`src/rtl/wakeup_defines.vh`:
```
// constants shared by the wakeup power sequencer files
`ifndef WAKEUP_DEFINES_VH
`define WAKEUP_DEFINES_VH

// ------------------------------------------------------------
// clock and timing
// ------------------------------------------------------------
`define CLK_HZ 40000000
`define CLK_MHZ 40
`define STROBE_OSC_HZ 25000
`define STROBE_OSC_CYC (`CLK_HZ / `STROBE_OSC_HZ)
`define STROBE_EVERY_TICKS 250
`define STROBE_WIDTH_TICKS 2
`define HALF_BIT_NS 10000
`define HALF_BIT_CYC ((`HALF_BIT_NS * `CLK_MHZ) / 1000)
`define WDOG_NS 100000
`define WDOG_CYC ((`WDOG_NS * `CLK_MHZ) / 1000)
`define ACT_EDGES 4
`define OSC_WAIT_UNIT 256

// ------------------------------------------------------------
// wakeup packet layout
// ------------------------------------------------------------
`define START_MARKER 8'hF0
`define COMPANY_BITS 8
`define DEVICE_BITS 24
`define CHANNEL_BITS 12
`define PKT_BITS 44

// ------------------------------------------------------------
// register offsets
// ------------------------------------------------------------
`define REG_CTRL 8'h00
`define REG_OSC_WAIT 8'h04
`define REG_CLK_OUT 8'h08
`define REG_COMPANY 8'h0C
`define REG_DEVICE 8'h10
`define REG_CHANNEL 8'h14
`define REG_STATUS 8'h18

// ------------------------------------------------------------
// fields and reset values
// ------------------------------------------------------------
`define CTRL_SLEEP_BIT 0
`define CTRL_INT_STROBE_BIT 1
`define STAT_CORRUPT_BIT 8
`define STAT_WDOG_BIT 9
`define OSC_WAIT_RST 8'h40
`define CLK_OUT_RST 6'h00
`define CTRL_RST 2'h2
// arbitrary neutral identity values
`define COMPANY_RST 8'h5A
`define DEVICE_RST 24'h00A5C3

`endif

```
`src/rtl/strobe_osc.v`:
```
// low-rate strobe oscillator producing the internal strobe window
`timescale 1ns/10ps
module strobe_osc (
  input wire clk,
  input wire rst,
  input wire enable,
  output reg strobe
);
`include "wakeup_defines.vh"

  reg [10:0] osc_cnt;
  reg [7:0] tick_cnt;
  localparam integer TICK_LAST = `STROBE_OSC_CYC - 1;
  localparam integer WIN_LAST = `STROBE_EVERY_TICKS - 1;
  localparam integer WIN_TICKS = `STROBE_WIDTH_TICKS;
  wire tick = (osc_cnt == TICK_LAST[10:0]);

  // ------------------------------------------------------------
  // 25 kHz tick, then window every n ticks
  // ------------------------------------------------------------
  always @(posedge clk) begin
    if (rst || !enable) begin
      osc_cnt <= 11'h000;
      tick_cnt <= 8'h00;
      strobe <= 1'b0;
    end else begin
      osc_cnt <= tick ? 11'h000 : osc_cnt + 11'h001;
      if (tick) begin
        tick_cnt <= (tick_cnt == WIN_LAST[7:0]) ? 8'h00 : tick_cnt + 8'h01;
        strobe <= (tick_cnt < WIN_TICKS[7:0]);
      end
    end
  end
endmodule

```
`src/rtl/manch_sampler.v`:
```
// half-bit sampler recovering timing from edges of the ook stream
`timescale 1ns/10ps
module manch_sampler (
  input wire clk,
  input wire rst,
  input wire enable,
  input wire data,
  output reg edge_seen,
  output reg half_valid,
  output reg half_bit
);
`include "wakeup_defines.vh"

  reg prev;
  reg [9:0] phase;
  localparam integer HALF_LAST = `HALF_BIT_CYC - 1;
  localparam integer HALF_MID = `HALF_BIT_CYC / 2;
  wire edge_now = (data != prev);

  // ------------------------------------------------------------
  // phase realigned on every edge, sample mid half-bit
  // ------------------------------------------------------------
  always @(posedge clk) begin
    if (rst || !enable) begin
      prev <= 1'b0;
      phase <= 10'h000;
      edge_seen <= 1'b0;
      half_valid <= 1'b0;
      half_bit <= 1'b0;
    end else begin
      prev <= data;
      edge_seen <= edge_now;
      if (edge_now || phase == HALF_LAST[9:0]) begin
        phase <= 10'h000;
      end else begin
        phase <= phase + 10'h001;
      end
      half_valid <= (phase == HALF_MID[9:0]) && !edge_now;
      half_bit <= data;
    end
  end
endmodule

```
`src/rtl/wakeup_sequencer.v`:
```
// wakeup controller: strobe, packet decode and core power sequencing
//
// Overview of operation
// - asleep, strobe is external strobe pin OR internal strobe
// - internal strobe comes from a 25 kHz low-rate oscillator
// - manchester activity in the window holds the strobe on
// - then hunt for non-manchester start marker 11110000
// - after the marker, receive one whole packet before deciding
// - any corrupted symbol aborts and powers down the receiver
// - watchdog ends reception when data and recovered clock stop
// - bit timing recovered from stream transitions samples data
// - channel bits go to mac only if company and device ids match
// - 12 bits after device id are the channel setup
// - valid packet: receiver off, core regulators on
// - regulator select 0 enables both regulators, 1 analog only
// - oscillator starts after regulators good, mac after oscillator
// - oscillator startup wait is programmable by software
// - mac reports ready once core power up succeeds, then initialises
// - software command via mac returns to sleep, core power removed
// - wakeup method chosen from base station and strobe pins
// - base station select high keeps core supply on
// - power-on reset initialises every register and flip-flop, ctrl, osc_wait and the ids to nonzero defaults
// - bypass pin powers down oscillator, external clock used
// - system clock divided by 2 to 256 on programmable outputs
//
// The plain strobed port and the register offsets were decided locally.
`timescale 1ns/10ps
module wakeup_sequencer (
  // clock and reset
  input wire REF_CLK_I,
  input wire RST_I,
  // pins
  input wire EXTERNAL_STROBE_PIN_I,
  input wire OOK_DATA_I,
  input wire REGULATOR_COUNT_SELECT_I,
  input wire BASE_STATION_SELECT_I,
  input wire OSC_BYPASS_PIN_I,
  // core status
  input wire REG_GOOD_I,
  input wire MAC_READY_I,
  // register port
  input wire [7:0] ADDR_I,
  input wire [31:0] WDATA_I,
  input wire WR_I,
  input wire RD_I,
  output reg [31:0] RDATA_O,
  // power and clock control
  output reg RX_EN_O,
  output reg VREG_ANALOG_EN_O,
  output reg VREG_DIGITAL_EN_O,
  output reg CRYSTAL_OSCILLATOR_EN_O,
  output reg EXTERNAL_CLOCK_INPUT_SEL_O,
  output reg MAC_EN_O,
  output reg READY_ACK_O,
  output reg [11:0] CHANNEL_O,
  output reg CHANNEL_VALID_O,
  output reg PROG_CLOCK_OUT_A_O,
  output reg PROG_CLOCK_OUT_B_O
);
`include "wakeup_defines.vh"

  // ------------------------------------------------------------
  // states
  // ------------------------------------------------------------
  localparam S_SLEEP = 8'h01;
  localparam S_LISTEN = 8'h02;
  localparam S_HUNT = 8'h04;
  localparam S_RECV = 8'h08;
  localparam S_REG_UP = 8'h10;
  localparam S_OSC_UP = 8'h20;
  localparam S_MAC_UP = 8'h40;
  localparam S_SESSION = 8'h80;
  localparam integer WDOG_LAST = `WDOG_CYC;
  localparam integer ACT_LAST = `ACT_EDGES;
  localparam integer PKT_LAST = `PKT_BITS - 1;
  localparam integer WAIT_UNIT = `OSC_WAIT_UNIT;
  reg [7:0] state;
  reg [7:0] next_state;
  // registers
  reg [1:0] ctrl;
  reg sleep_cmd;
  reg [7:0] osc_wait;
  reg [5:0] clk_out_sel;
  reg [7:0] company_id;
  reg [23:0] device_id;
  reg flag_corrupt;
  reg flag_wdog;
  // receive path, oscillator wait and clock divider
  reg [7:0] hunt_shift;
  reg pair_phase;
  reg first_half;
  reg [43:0] pkt;
  reg [5:0] bit_cnt;
  reg [2:0] act_cnt;
  reg [12:0] wdog_cnt;
  reg [15:0] wait_cnt;
  reg [7:0] div_cnt;
  wire int_strobe;
  wire edge_seen;
  wire half_valid;
  wire half_bit;
  wire sampler_en = (state == S_LISTEN) || (state == S_HUNT) || (state == S_RECV);

  // ------------------------------------------------------------
  // helpers
  // ------------------------------------------------------------
  // 0 passes a half-rate toggle, n selects divide by 2^(n+1)
  function div_tap;
    input [2:0] sel;
    input [7:0] cnt;
    begin
      div_tap = cnt[sel];
    end
  endfunction

  function reg_hit;
    input [7:0] addr;
    input [7:0] offs;
    begin
      reg_hit = (addr == offs);
    end
  endfunction

  // ------------------------------------------------------------
  // submodules
  // ------------------------------------------------------------
  // dedicated low-rate strobe source
  strobe_osc u_strobe (
    .clk(REF_CLK_I),
    .rst(RST_I),
    .enable(ctrl[`CTRL_INT_STROBE_BIT]),
    .strobe(int_strobe)
  );

  manch_sampler u_sampler (
    .clk(REF_CLK_I),
    .rst(RST_I),
    .enable(sampler_en),
    .data(OOK_DATA_I),
    .edge_seen(edge_seen),
    .half_valid(half_valid),
    .half_bit(half_bit)
  );

  // either strobe source opens a window
  wire strobe = EXTERNAL_STROBE_PIN_I | int_strobe;
  wire wdog_expired = (wdog_cnt == WDOG_LAST[12:0]);
  wire pair_done = half_valid && pair_phase;
  wire pair_bad = pair_done && (first_half == half_bit);
  wire [43:0] pkt_next = {pkt[42:0], first_half};
  wire ids_match = (pkt_next[43:36] == company_id) && (pkt_next[35:12] == device_id);
  wire pkt_last = pair_done && (bit_cnt == PKT_LAST[5:0]);

  // ------------------------------------------------------------
  // next state
  // ------------------------------------------------------------
  always @* begin
    next_state = state;
    case (state)
      S_SLEEP: begin
        // base station pin overrides strobed listening
        if (BASE_STATION_SELECT_I) begin
          next_state = S_REG_UP;
        end else if (strobe) begin
          next_state = S_LISTEN;
        end
      end
      S_LISTEN: begin
        // activity keeps strobe held past the window
        if (act_cnt == ACT_LAST[2:0]) begin
          next_state = S_HUNT;
        end else if (!strobe) begin
          next_state = S_SLEEP;
        end
      end
      S_HUNT: begin
        // marker search in the raw half-bit stream
        if (wdog_expired) begin
          next_state = S_SLEEP;
        end else if (half_valid && {hunt_shift[6:0], half_bit} == `START_MARKER) begin
          next_state = S_RECV;
        end
      end
      S_RECV: begin
        // corrupt symbol aborts, lost clock aborts
        if (wdog_expired || pair_bad) begin
          next_state = S_SLEEP;
        end else if (pkt_last) begin
          // decision only after the full packet
          next_state = ids_match ? S_REG_UP : S_SLEEP;
        end
      end
      S_REG_UP: begin
        next_state = REG_GOOD_I ? S_OSC_UP : S_REG_UP;
      end
      S_OSC_UP: begin
        next_state = (wait_cnt == 16'h0000) ? S_MAC_UP : S_OSC_UP;
      end
      S_MAC_UP: begin
        // mac ready after core power up
        next_state = MAC_READY_I ? S_SESSION : S_MAC_UP;
      end
      S_SESSION: begin
        // return to sleep on command; not with base station
        next_state = (sleep_cmd && !BASE_STATION_SELECT_I) ? S_SLEEP : S_SESSION;
      end
      default: begin
        next_state = S_SLEEP;
      end
    endcase
  end

  // ------------------------------------------------------------
  // state and receive datapath
  // ------------------------------------------------------------
  // reset clears everything and puts state in S_SLEEP
  always @(posedge REF_CLK_I) begin
    if (RST_I) begin
      state <= S_SLEEP;
      hunt_shift <= 8'h00;
      pair_phase <= 1'b0;
      first_half <= 1'b0;
      pkt <= 44'h000_0000_0000;
      bit_cnt <= 6'h00;
      act_cnt <= 3'h0;
      wdog_cnt <= 13'h0000;
      wait_cnt <= 16'h0000;
    end else begin
      state <= next_state;
      if (state != S_LISTEN) begin
        act_cnt <= 3'h0;
      end else if (edge_seen && act_cnt != ACT_LAST[2:0]) begin
        act_cnt <= act_cnt + 3'h1;
      end
      if (!sampler_en || edge_seen) begin
        wdog_cnt <= 13'h0000;
      end else if (!wdog_expired) begin
        wdog_cnt <= wdog_cnt + 13'h0001;
      end
      if (state == S_HUNT && half_valid) begin
        hunt_shift <= {hunt_shift[6:0], half_bit};
      end else if (state != S_HUNT) begin
        hunt_shift <= 8'h00;
      end
      // halves pair as 10 for one, 01 for zero
      if (state != S_RECV) begin
        pair_phase <= 1'b0;
        bit_cnt <= 6'h00;
      end else if (half_valid) begin
        pair_phase <= ~pair_phase;
        if (!pair_phase) begin
          first_half <= half_bit;
        end else begin
          pkt <= pkt_next;
          bit_cnt <= bit_cnt + 6'h01;
        end
      end
      if (state != S_OSC_UP) begin
        wait_cnt <= {8'h00, osc_wait} * WAIT_UNIT[15:0];
      end else if (wait_cnt != 16'h0000) begin
        wait_cnt <= wait_cnt - 16'h0001;
      end
    end
  end

  // ------------------------------------------------------------
  // power, clock and handshake outputs
  // ------------------------------------------------------------
  always @(posedge REF_CLK_I) begin
    if (RST_I) begin
      RX_EN_O <= 1'b0;
      VREG_ANALOG_EN_O <= 1'b0;
      VREG_DIGITAL_EN_O <= 1'b0;
      CRYSTAL_OSCILLATOR_EN_O <= 1'b0;
      EXTERNAL_CLOCK_INPUT_SEL_O <= 1'b0;
      MAC_EN_O <= 1'b0;
      READY_ACK_O <= 1'b0;
      CHANNEL_O <= 12'h000;
      CHANNEL_VALID_O <= 1'b0;
      PROG_CLOCK_OUT_A_O <= 1'b0;
      PROG_CLOCK_OUT_B_O <= 1'b0;
      div_cnt <= 8'h00;
    end else begin
      // receiver off once the packet is accepted
      RX_EN_O <= |next_state[3:1];
      // regulator count from the select pin
      VREG_ANALOG_EN_O <= |next_state[7:4];
      VREG_DIGITAL_EN_O <= (|next_state[7:4]) & ~REGULATOR_COUNT_SELECT_I;
      // bypass keeps the oscillator core down
      CRYSTAL_OSCILLATOR_EN_O <= (|next_state[7:5]) & ~OSC_BYPASS_PIN_I;
      EXTERNAL_CLOCK_INPUT_SEL_O <= OSC_BYPASS_PIN_I;
      MAC_EN_O <= next_state[6] | next_state[7];
      // ack follows ready, so mac holds ready until seen
      READY_ACK_O <= (state == S_SESSION) && MAC_READY_I;
      // channel setup passed only on full id match
      CHANNEL_VALID_O <= (state == S_RECV) && pkt_last && !pair_bad && ids_match;
      if ((state == S_RECV) && pkt_last && !pair_bad && ids_match) begin
        CHANNEL_O <= pkt_next[11:0];
      end
      // divided clocks from the system clock
      div_cnt <= div_cnt + 8'h01;
      PROG_CLOCK_OUT_A_O <= div_tap(clk_out_sel[2:0], div_cnt);
      PROG_CLOCK_OUT_B_O <= div_tap(clk_out_sel[5:3], div_cnt);
    end
  end

  // ------------------------------------------------------------
  // register port
  // ------------------------------------------------------------
  wire abort_corrupt = (state == S_RECV) && pair_bad;
  wire abort_wdog = sampler_en && (state != S_LISTEN) && wdog_expired;

  always @(posedge REF_CLK_I) begin
    if (RST_I) begin
      ctrl <= `CTRL_RST;
      sleep_cmd <= 1'b0;
      osc_wait <= `OSC_WAIT_RST;
      clk_out_sel <= `CLK_OUT_RST;
      company_id <= `COMPANY_RST;
      device_id <= `DEVICE_RST;
      flag_corrupt <= 1'b0;
      flag_wdog <= 1'b0;
      RDATA_O <= 32'h0000_0000;
    end else begin
      // one-cycle command; ignored outside a session
      sleep_cmd <= WR_I && reg_hit(ADDR_I, `REG_CTRL) && WDATA_I[`CTRL_SLEEP_BIT] &&
                   (state == S_SESSION);
      if (WR_I) begin
        case (ADDR_I)
          `REG_CTRL: ctrl[1] <= WDATA_I[`CTRL_INT_STROBE_BIT];
          `REG_OSC_WAIT: osc_wait <= WDATA_I[7:0];
          `REG_CLK_OUT: clk_out_sel <= WDATA_I[5:0];
          `REG_COMPANY: company_id <= WDATA_I[7:0];
          `REG_DEVICE: device_id <= WDATA_I[23:0];
          default: ;
        endcase
      end
      // sticky abort flags; a new event beats a write-one clear
      if (abort_corrupt) begin
        flag_corrupt <= 1'b1;
      end else if (WR_I && reg_hit(ADDR_I, `REG_STATUS) && WDATA_I[`STAT_CORRUPT_BIT]) begin
        flag_corrupt <= 1'b0;
      end
      if (abort_wdog) begin
        flag_wdog <= 1'b1;
      end else if (WR_I && reg_hit(ADDR_I, `REG_STATUS) && WDATA_I[`STAT_WDOG_BIT]) begin
        flag_wdog <= 1'b0;
      end
      RDATA_O <= 32'h0000_0000;
      if (RD_I) begin
        case (ADDR_I)
          `REG_CTRL: RDATA_O <= {30'h0000_0000, ctrl[1], 1'b0};
          `REG_OSC_WAIT: RDATA_O <= {24'h00_0000, osc_wait};
          `REG_CLK_OUT: RDATA_O <= {26'h000_0000, clk_out_sel};
          `REG_COMPANY: RDATA_O <= {24'h00_0000, company_id};
          `REG_DEVICE: RDATA_O <= {8'h00, device_id};
          `REG_CHANNEL: RDATA_O <= {20'h0_0000, CHANNEL_O};
          `REG_STATUS: RDATA_O <= {22'h00_0000, flag_wdog, flag_corrupt, state};
          default: RDATA_O <= 32'h0000_0000;
        endcase
      end
    end
  end
endmodule

```
`config.mk`:
```
export PLATFORM = sky130hd
export DESIGN_NAME = wakeup_sequencer
export DESIGN_NICKNAME = d
export VERILOG_FILES = /design/src/rtl/strobe_osc.v /design/src/rtl/manch_sampler.v /design/src/rtl/wakeup_sequencer.v
export VERILOG_INCLUDE_DIRS = /design/src /design/src/rtl
export SDC_FILE = /design/constraint.sdc
export NUM_CORES = 1
export LEC_CHECK = 0
export BUFFER_PORTS_ARGS = -buffer_cell sky130_fd_sc_hd__buf_2
export CAP_MARGIN = 20
export CORE_MARGIN = 2
export CORE_UTILIZATION = 50
export DETAILED_ROUTE_END_ITERATION = 8
export PLACE_DENSITY = 0.68
export SYNTH_ARGS = -nofsm -noshare
export SYNTH_HDL_FRONTEND = slang
export SYNTH_SLANG_ARGS = --single-unit
```
`constraint.sdc`:
```
create_clock -name REF_CLK_I -period 7.74 [get_ports REF_CLK_I]
set_clock_uncertainty 0.05 [all_clocks]
set_input_delay 0.387 -clock REF_CLK_I [delete_from_list [all_inputs] [get_ports REF_CLK_I]]
set_output_delay 0.387 -clock REF_CLK_I [all_outputs]
set_load 0.005 [all_outputs]
```
== Word level (Yosys, flattened, before mapping) ==
Cells that the tools add are included.

* Bits in registers: 243
* Input port bits: 51
* Output and inout bits: 54
* Word-level logic and storage cells: 182

* Add/sub/neg operators: 8
* Magnitude comparators: 3
* Equality and inequality tests: 35
* Muxes and demuxes: 28
* Bitwise operators: 9
* Reduce and logical (&&, ||, !) cells: 60

{| class="wikitable"
|+ Operators by type and width
! cell !! count
|-
| case mux 24 bit (7 select lines) || 1
|-
| 2-to-1 mux 8 bit || 11
|-
| case mux 8 bit (8 select lines) || 1
|-
| == test 8 x 5 -> 1 bit, second input constant || 4
|-
| 2-to-1 mux 16 bit || 2
|-
| == test 24 bit || 1
|-
| == test 8 x 4 -> 1 bit, second input constant || 3
|-
| == test 8 bit, second input constant || 3
|-
| logical AND 1 bit || 22
|-
| 2-to-1 mux 7 bit || 3
|-
| adder 8 x 1 -> 8 bit, second input constant || 2
|-
| == test 8 x 3 -> 1 bit, second input constant || 2
|-
| zero test 16 bit || 1
|-
| nonzero test 16 bit || 1
|-
| subtractor 16 x 1 -> 16 bit, second input constant || 1
|-
| OR reduction 2 bit || 7
|-
| adder 13 x 1 -> 13 bit, second input constant || 1
|-
| == test 13 x 12 -> 1 bit, second input constant || 1
|-
| AND reduction 2 bit || 6
|-
| adder 11 x 1 -> 11 bit, second input constant || 1
|-
| == test 11 bit, second input constant || 1
|-
| adder 10 x 1 -> 10 bit, second input constant || 1
|-
| == test 10 x 8 -> 1 bit, second input constant || 1
|-
| == test 10 x 9 -> 1 bit, second input constant || 1
|-
| 34 further kinds || 65
|}

== Longest topological paths before layout ==
* Word-level depth: 8
* Depth in mapped cells: 8
* Depth with buffers taken out: 7

== Modules after synthesis ==
Synthesis repeated with hierarchy kept, for this count alone.

* Cell total of the unflattened synthesis: 1153
* Area total of the unflattened synthesis: 10043.4 um^2

{| class="wikitable"
|+ By module, submodules not included
! module !! instances !! cells an instance !! area an instance (um^2) !! sequential area each (um^2)
|-
| wakeup_sequencer || 1 || 979 || 8493.1 || 4043.9
|-
| strobe_osc || 1 || 109 || 942.2 || 400.4
|-
| manch_sampler || 1 || 65 || 608.1 || 260.2
|}

== Worst setup path before layout ==
OpenSTA, ideal clock, no wires.

* Kind: reg-to-reg
* Start: register state[0]
* End: register state[0]
* Library setup time: 0.134 ns
* Data arrival time: 2.313 ns
* Required time: 7.556 ns
* Slack: 5.243 ns
* Cell stages (with the launch flop): 6
* Buffers on the path: 0
* Period minus slack after synthesis: 2.497 ns
* Cell sequence: dfxtp_1 > or4_1 > or3_4 > or3b_4 > a31o_1 > or4_1

* Longest elaborated chain between the ends: 3
* Elaborated cells on any way between the ends: 14
* Classes of those cells: eq/ne: 12; mux: 1; reduce/logical: 1

{| class="wikitable"
|+ Ends and longest elaborated chain
! item !! RTL line !! RTL
|-
| start, declared || wakeup_sequencer.v:77 || <nowiki>reg [7:0] state;</nowiki>
|-
| start signal, assigned || wakeup_sequencer.v:229 || <nowiki>state <= next_state;</nowiki>
|-
| == test 8 x 4 -> 1 bit (tied with other cells) || wakeup_sequencer.v:159 || <nowiki>case (state)</nowiki>
|-
| != test 3 bit (no source line) / != test 3 x 2 -> 1 bit (equally long branches) || - ||
|-
| AND reduction 4 bit (no source line) || - ||
|}

Several ways; a longest one is shown, not always the timed one.
A chain may end at the register's enable or synchronous reset.

== Worst setup path after layout ==
* Start: register state[1]
* End: register wait_cnt[1]

* Longest elaborated chain between the ends: 2

{| class="wikitable"
|+ Ends and longest elaborated chain
! item !! RTL line !! RTL
|-
| != test 8 x 6 -> 1 bit || wakeup_sequencer.v:258 || <nowiki>if (state != S_OSC_UP) begin</nowiki>
|-
| OR reduction 2 bit (no source line) || - ||
|-
| end signal, assigned || wakeup_sequencer.v:259 || <nowiki>wait_cnt <= {8'h00, osc_wait} * WAIT_UNIT[15:0];</nowiki>
|-
| end signal, assigned || wakeup_sequencer.v:261 || <nowiki>wait_cnt <= wait_cnt - 16'h0001;</nowiki>
|-
| end, declared || wakeup_sequencer.v:96 || <nowiki>reg [15:0] wait_cnt;</nowiki>
|}

Every way passes these cells.

==> impl_metrics.json <==
{
  "crit_path_start_kind": "flop",
  "async_flop_share": 0,
  "finalCriticalPeriod_ps": 2980,
  "synth_flop_cell": "dfxtp_1",
  "syn_avg_cell_area_sq_um": 8.52,
  "initial_core_util": 0.505,
  "fin_tns_setup_ps": 0,
  "p_sw_frac": 0.217,
  "synth_simple_gate_area_frac": 0.259,
  "cts.htree.levels": 1,
  "first_iter_violations": 741,
  "hpwl_microns": 17200,
  "wl_per_cell_microns": 16.2,
  "crit_path_end_kind": "flop",
  "synth_edf_count": 0,
  "grt_pass1_wl_microns": 40100,
  "cts-root-buf": "clkbuf_16",
  "min_period_over_period": 0.385,
  "core_sq_um": 20000,
  "hold_end": "device_id[13]$_SDFFE_PP1P_",
  "ys_seq_elements": 235,
  "die_w_microns": 146,
  "cellPowerDensity_nw_per_um2": 215,
  "cts_repair_resize_count": 0,
  "die_y_microns": 146,
  "cts_buffers": 25,
  "antenna_found_initial": 0,
  "grt_usage": 0.227,
  "cts_setup_buffers": 0,
  "cp.arrival_ps": 3360,
  "clk_pin_slew_ps": 60,
  "cp_max_fo": 22,
  "yosys_warnings": 0,
  "first_global_vias": 7654,
  "synth_xor_area_frac": 0.0770,
  "drc": 0,
  "min_path_cells": 3,
  "mostFrequentLayoutCells": "235 x dfxtp_1, 209 x nand2_1, 115 x a21oi_1, 113 x nor2_1, 87 x buf_2",
  "grt_max_degree": 70,
  "path_class": "flop to flop",
  "finalSetupViolCount": 0,
  "use_met3": 0.0272,
  "grtUsageMet2": 0.347,
  "vias": 8493,
  "yosys.area_share.adder": 0.0148,
  "firstDrtPassIters": 5,
  "finalMaxSlewViolations": 0,
  "max-slew-margin-rel": 0.274,
  "syn-instance-count": 1187,
  "max_freq_mhz": 335,
  "min_from": "WDATA_I[13]",
  "synth_area_sq_um": 10100,
  "overflow": 0,
  "drv_cap": 0,
  "hold_path_class": "input port to flop",
  "startpoint": "state[1]$_SDFF_PP0_",
  "synth_compound_area_frac": 0.113,
  "hold_ws_ps": 39.9,
  "cts_buffer_depth": 3,
  "internal_power_uw": 1950,
  "num_antenna_cells": 0,
  "antenna_left": 0,
  "ios": 105,
  "p_sw_uw": 538,
  "status": "complete, no violations",
  "gp_congestion": 0.850,
  "synth_top_family_by_area": "simple AND/OR/NAND/NOR gates",
  "seq_area_frac_synth": 0.465,
  "power_frac_seq": 0.494,
  "wl_microns": 24800,
  "cts_hold_buffers": 2,
  "ir_drop_uv": 147,
  "drive_above_1_share": 0.133,
  "combPwrFrac": 0.040,
  "timing.rr.start": "state[1]$_SDFF_PP0_",
  "nets": 1309,
  "clkPwrFrac": 0.466,
  "hold_violations": 0,
  "r2r-end": "wait_cnt[1]$_SDFFE_PP0P_",
  "grt.busiest_layer": "met2",
  "design.die.area_sq_um": 21400,
  "required_ps": 8110,
  "synthMuxAreaShare": 0.0351,
  "tightestPinTransition_ps": 1090,
  "r2r_setup_slack_ps": 4760,
  "cts_tree": "done",
  "ff2ff_path_depth": 5,
  "p_leak_uw": 0.00430,
  "cts_sinks": 235,
  "yosysUniqueCellTypes": 60,
  "grt_use_met1": 0.341,
  "numPortBuffers": 88,
  "viasPerCell": 5.54,
  "final_common_cell": "dfxtp_1",
  "rsz0062_at_grt": "no",
  "num_rows": 52,
  "area_delta_synth_final_pct": 14.0,
  "clock_latency_ps": 510
}
power groups by stage:
| stage | sequential (uW) | combinational, uW | clock [uW] |
|---|---|---|---|
| floorplan | 1250 | 64.7 | 0 |
| global placement | 1250 | 95.9 | 0 |
| detailed placement | 1250 | 96.4 | 0 |
| CTS | 1230 | 98.0 | 1170 |
| global route | 1230 | 109 | 1230 |
| finish | 1230 | 99.7 | 1160 |
metrics by stage:
step | worst slack [ps] | utilization | instance area [sq um] | total power [uW] | std cells
after floorplan | 5240 | - | 10100 | 1320 | 1194
after global placement | 4570 | 0.535 | 10700 | 1350 | 1486
after detailed placement | 4410 | 0.535 | 10700 | 1350 | 1486
after CTS | 4800 | 0.575 | 11500 | 2500 | 1531
after global routing | 4500 | 0.576 | 11500 | 2570 | 1532
final | 4760 | 0.576 | 11500 | 2480 | 1532
worst max-delay path, stage by stage, from the launching register on:
cell and delay, ps:
dfxtp_1 390, or4_1 560, nor2_1 210, nor4bb_4 1000, nand2b_1 400, a211oi_1 290
cell families (layout without fill, tap and decap cells):
group                      after synthesis  after routing
AOI/OAI and AO/OA                      192            192
xor gates and xnor gates                89             89
adders and majority gates               12             12
buffers and inverters                   87            155
DFF                                    235            235
muxes                                   28             28
other                                    1              8
and+or+nand+nor                        543            543
cell usage after synthesis, types with 18 or more instances:
cell,number,area [sq um]
dfxtp_1,235,4700
nand2_1,209,785
a21oi_1,115,576
nor2_1,114,428
xor2_1,65,569
clkbuf_1,63,236
nand3_1,40,200
nand4_1,30,188
xnor2_1,24,210
nor3_1,23,115
a22oi_1,21,158
nor4_1,18,113
cell type report:
type / count / area, sq um
sequential: 235 / 4700
clock inverter: 6 / 57.6
timing repair buffer: 99 / 531
multi-input combinational: 872 / 5120
fill: 1884 / 8500
inverter: 13 / 48.8
clock buffer: 37 / 741
tap: 270 / 338
state kept, by name, indices dropped and copies added (netlist names), 3 cells and up:
register and cells:
pkt 43, RDATA_O 24, device_id 24, wait_cnt 16
wdog_cnt 13, CHANNEL_O 12, u_strobe.osc_cnt 11, u_sampler.phase 10
company_id 8, div_cnt 8, osc_wait 8, state 8
u_strobe.tick_cnt 8, hunt_shift 7, bit_cnt 6, clk_out_sel 6
act_cnt 3
worst max-delay path by stage:
stage	slack, ps	end	cells past startpoint
floorplan	5240	state[0]$_SDFFE_PP1P_	5
global placement	4570	device_id[19]$_SDFFE_PP0P_	6
detailed placement	4410	device_id[23]$_SDFFE_PP0P_	6
CTS	4800	wait_cnt[1]$_SDFFE_PP0P_	5
global route	4500	wait_cnt[1]$_SDFFE_PP0P_	5
finish	4760	wait_cnt[1]$_SDFFE_PP0P_	5
layer usage:
metal | vias to the layer above | share of wire
met5 | - | 0
met4 | 0 | 0.023
met3 | 48 | 0.068
met2 | 258 | 0.44
met1 | 3989 | 0.47
li1 | 4198 | -
Power figures use the tool's default switching activity.
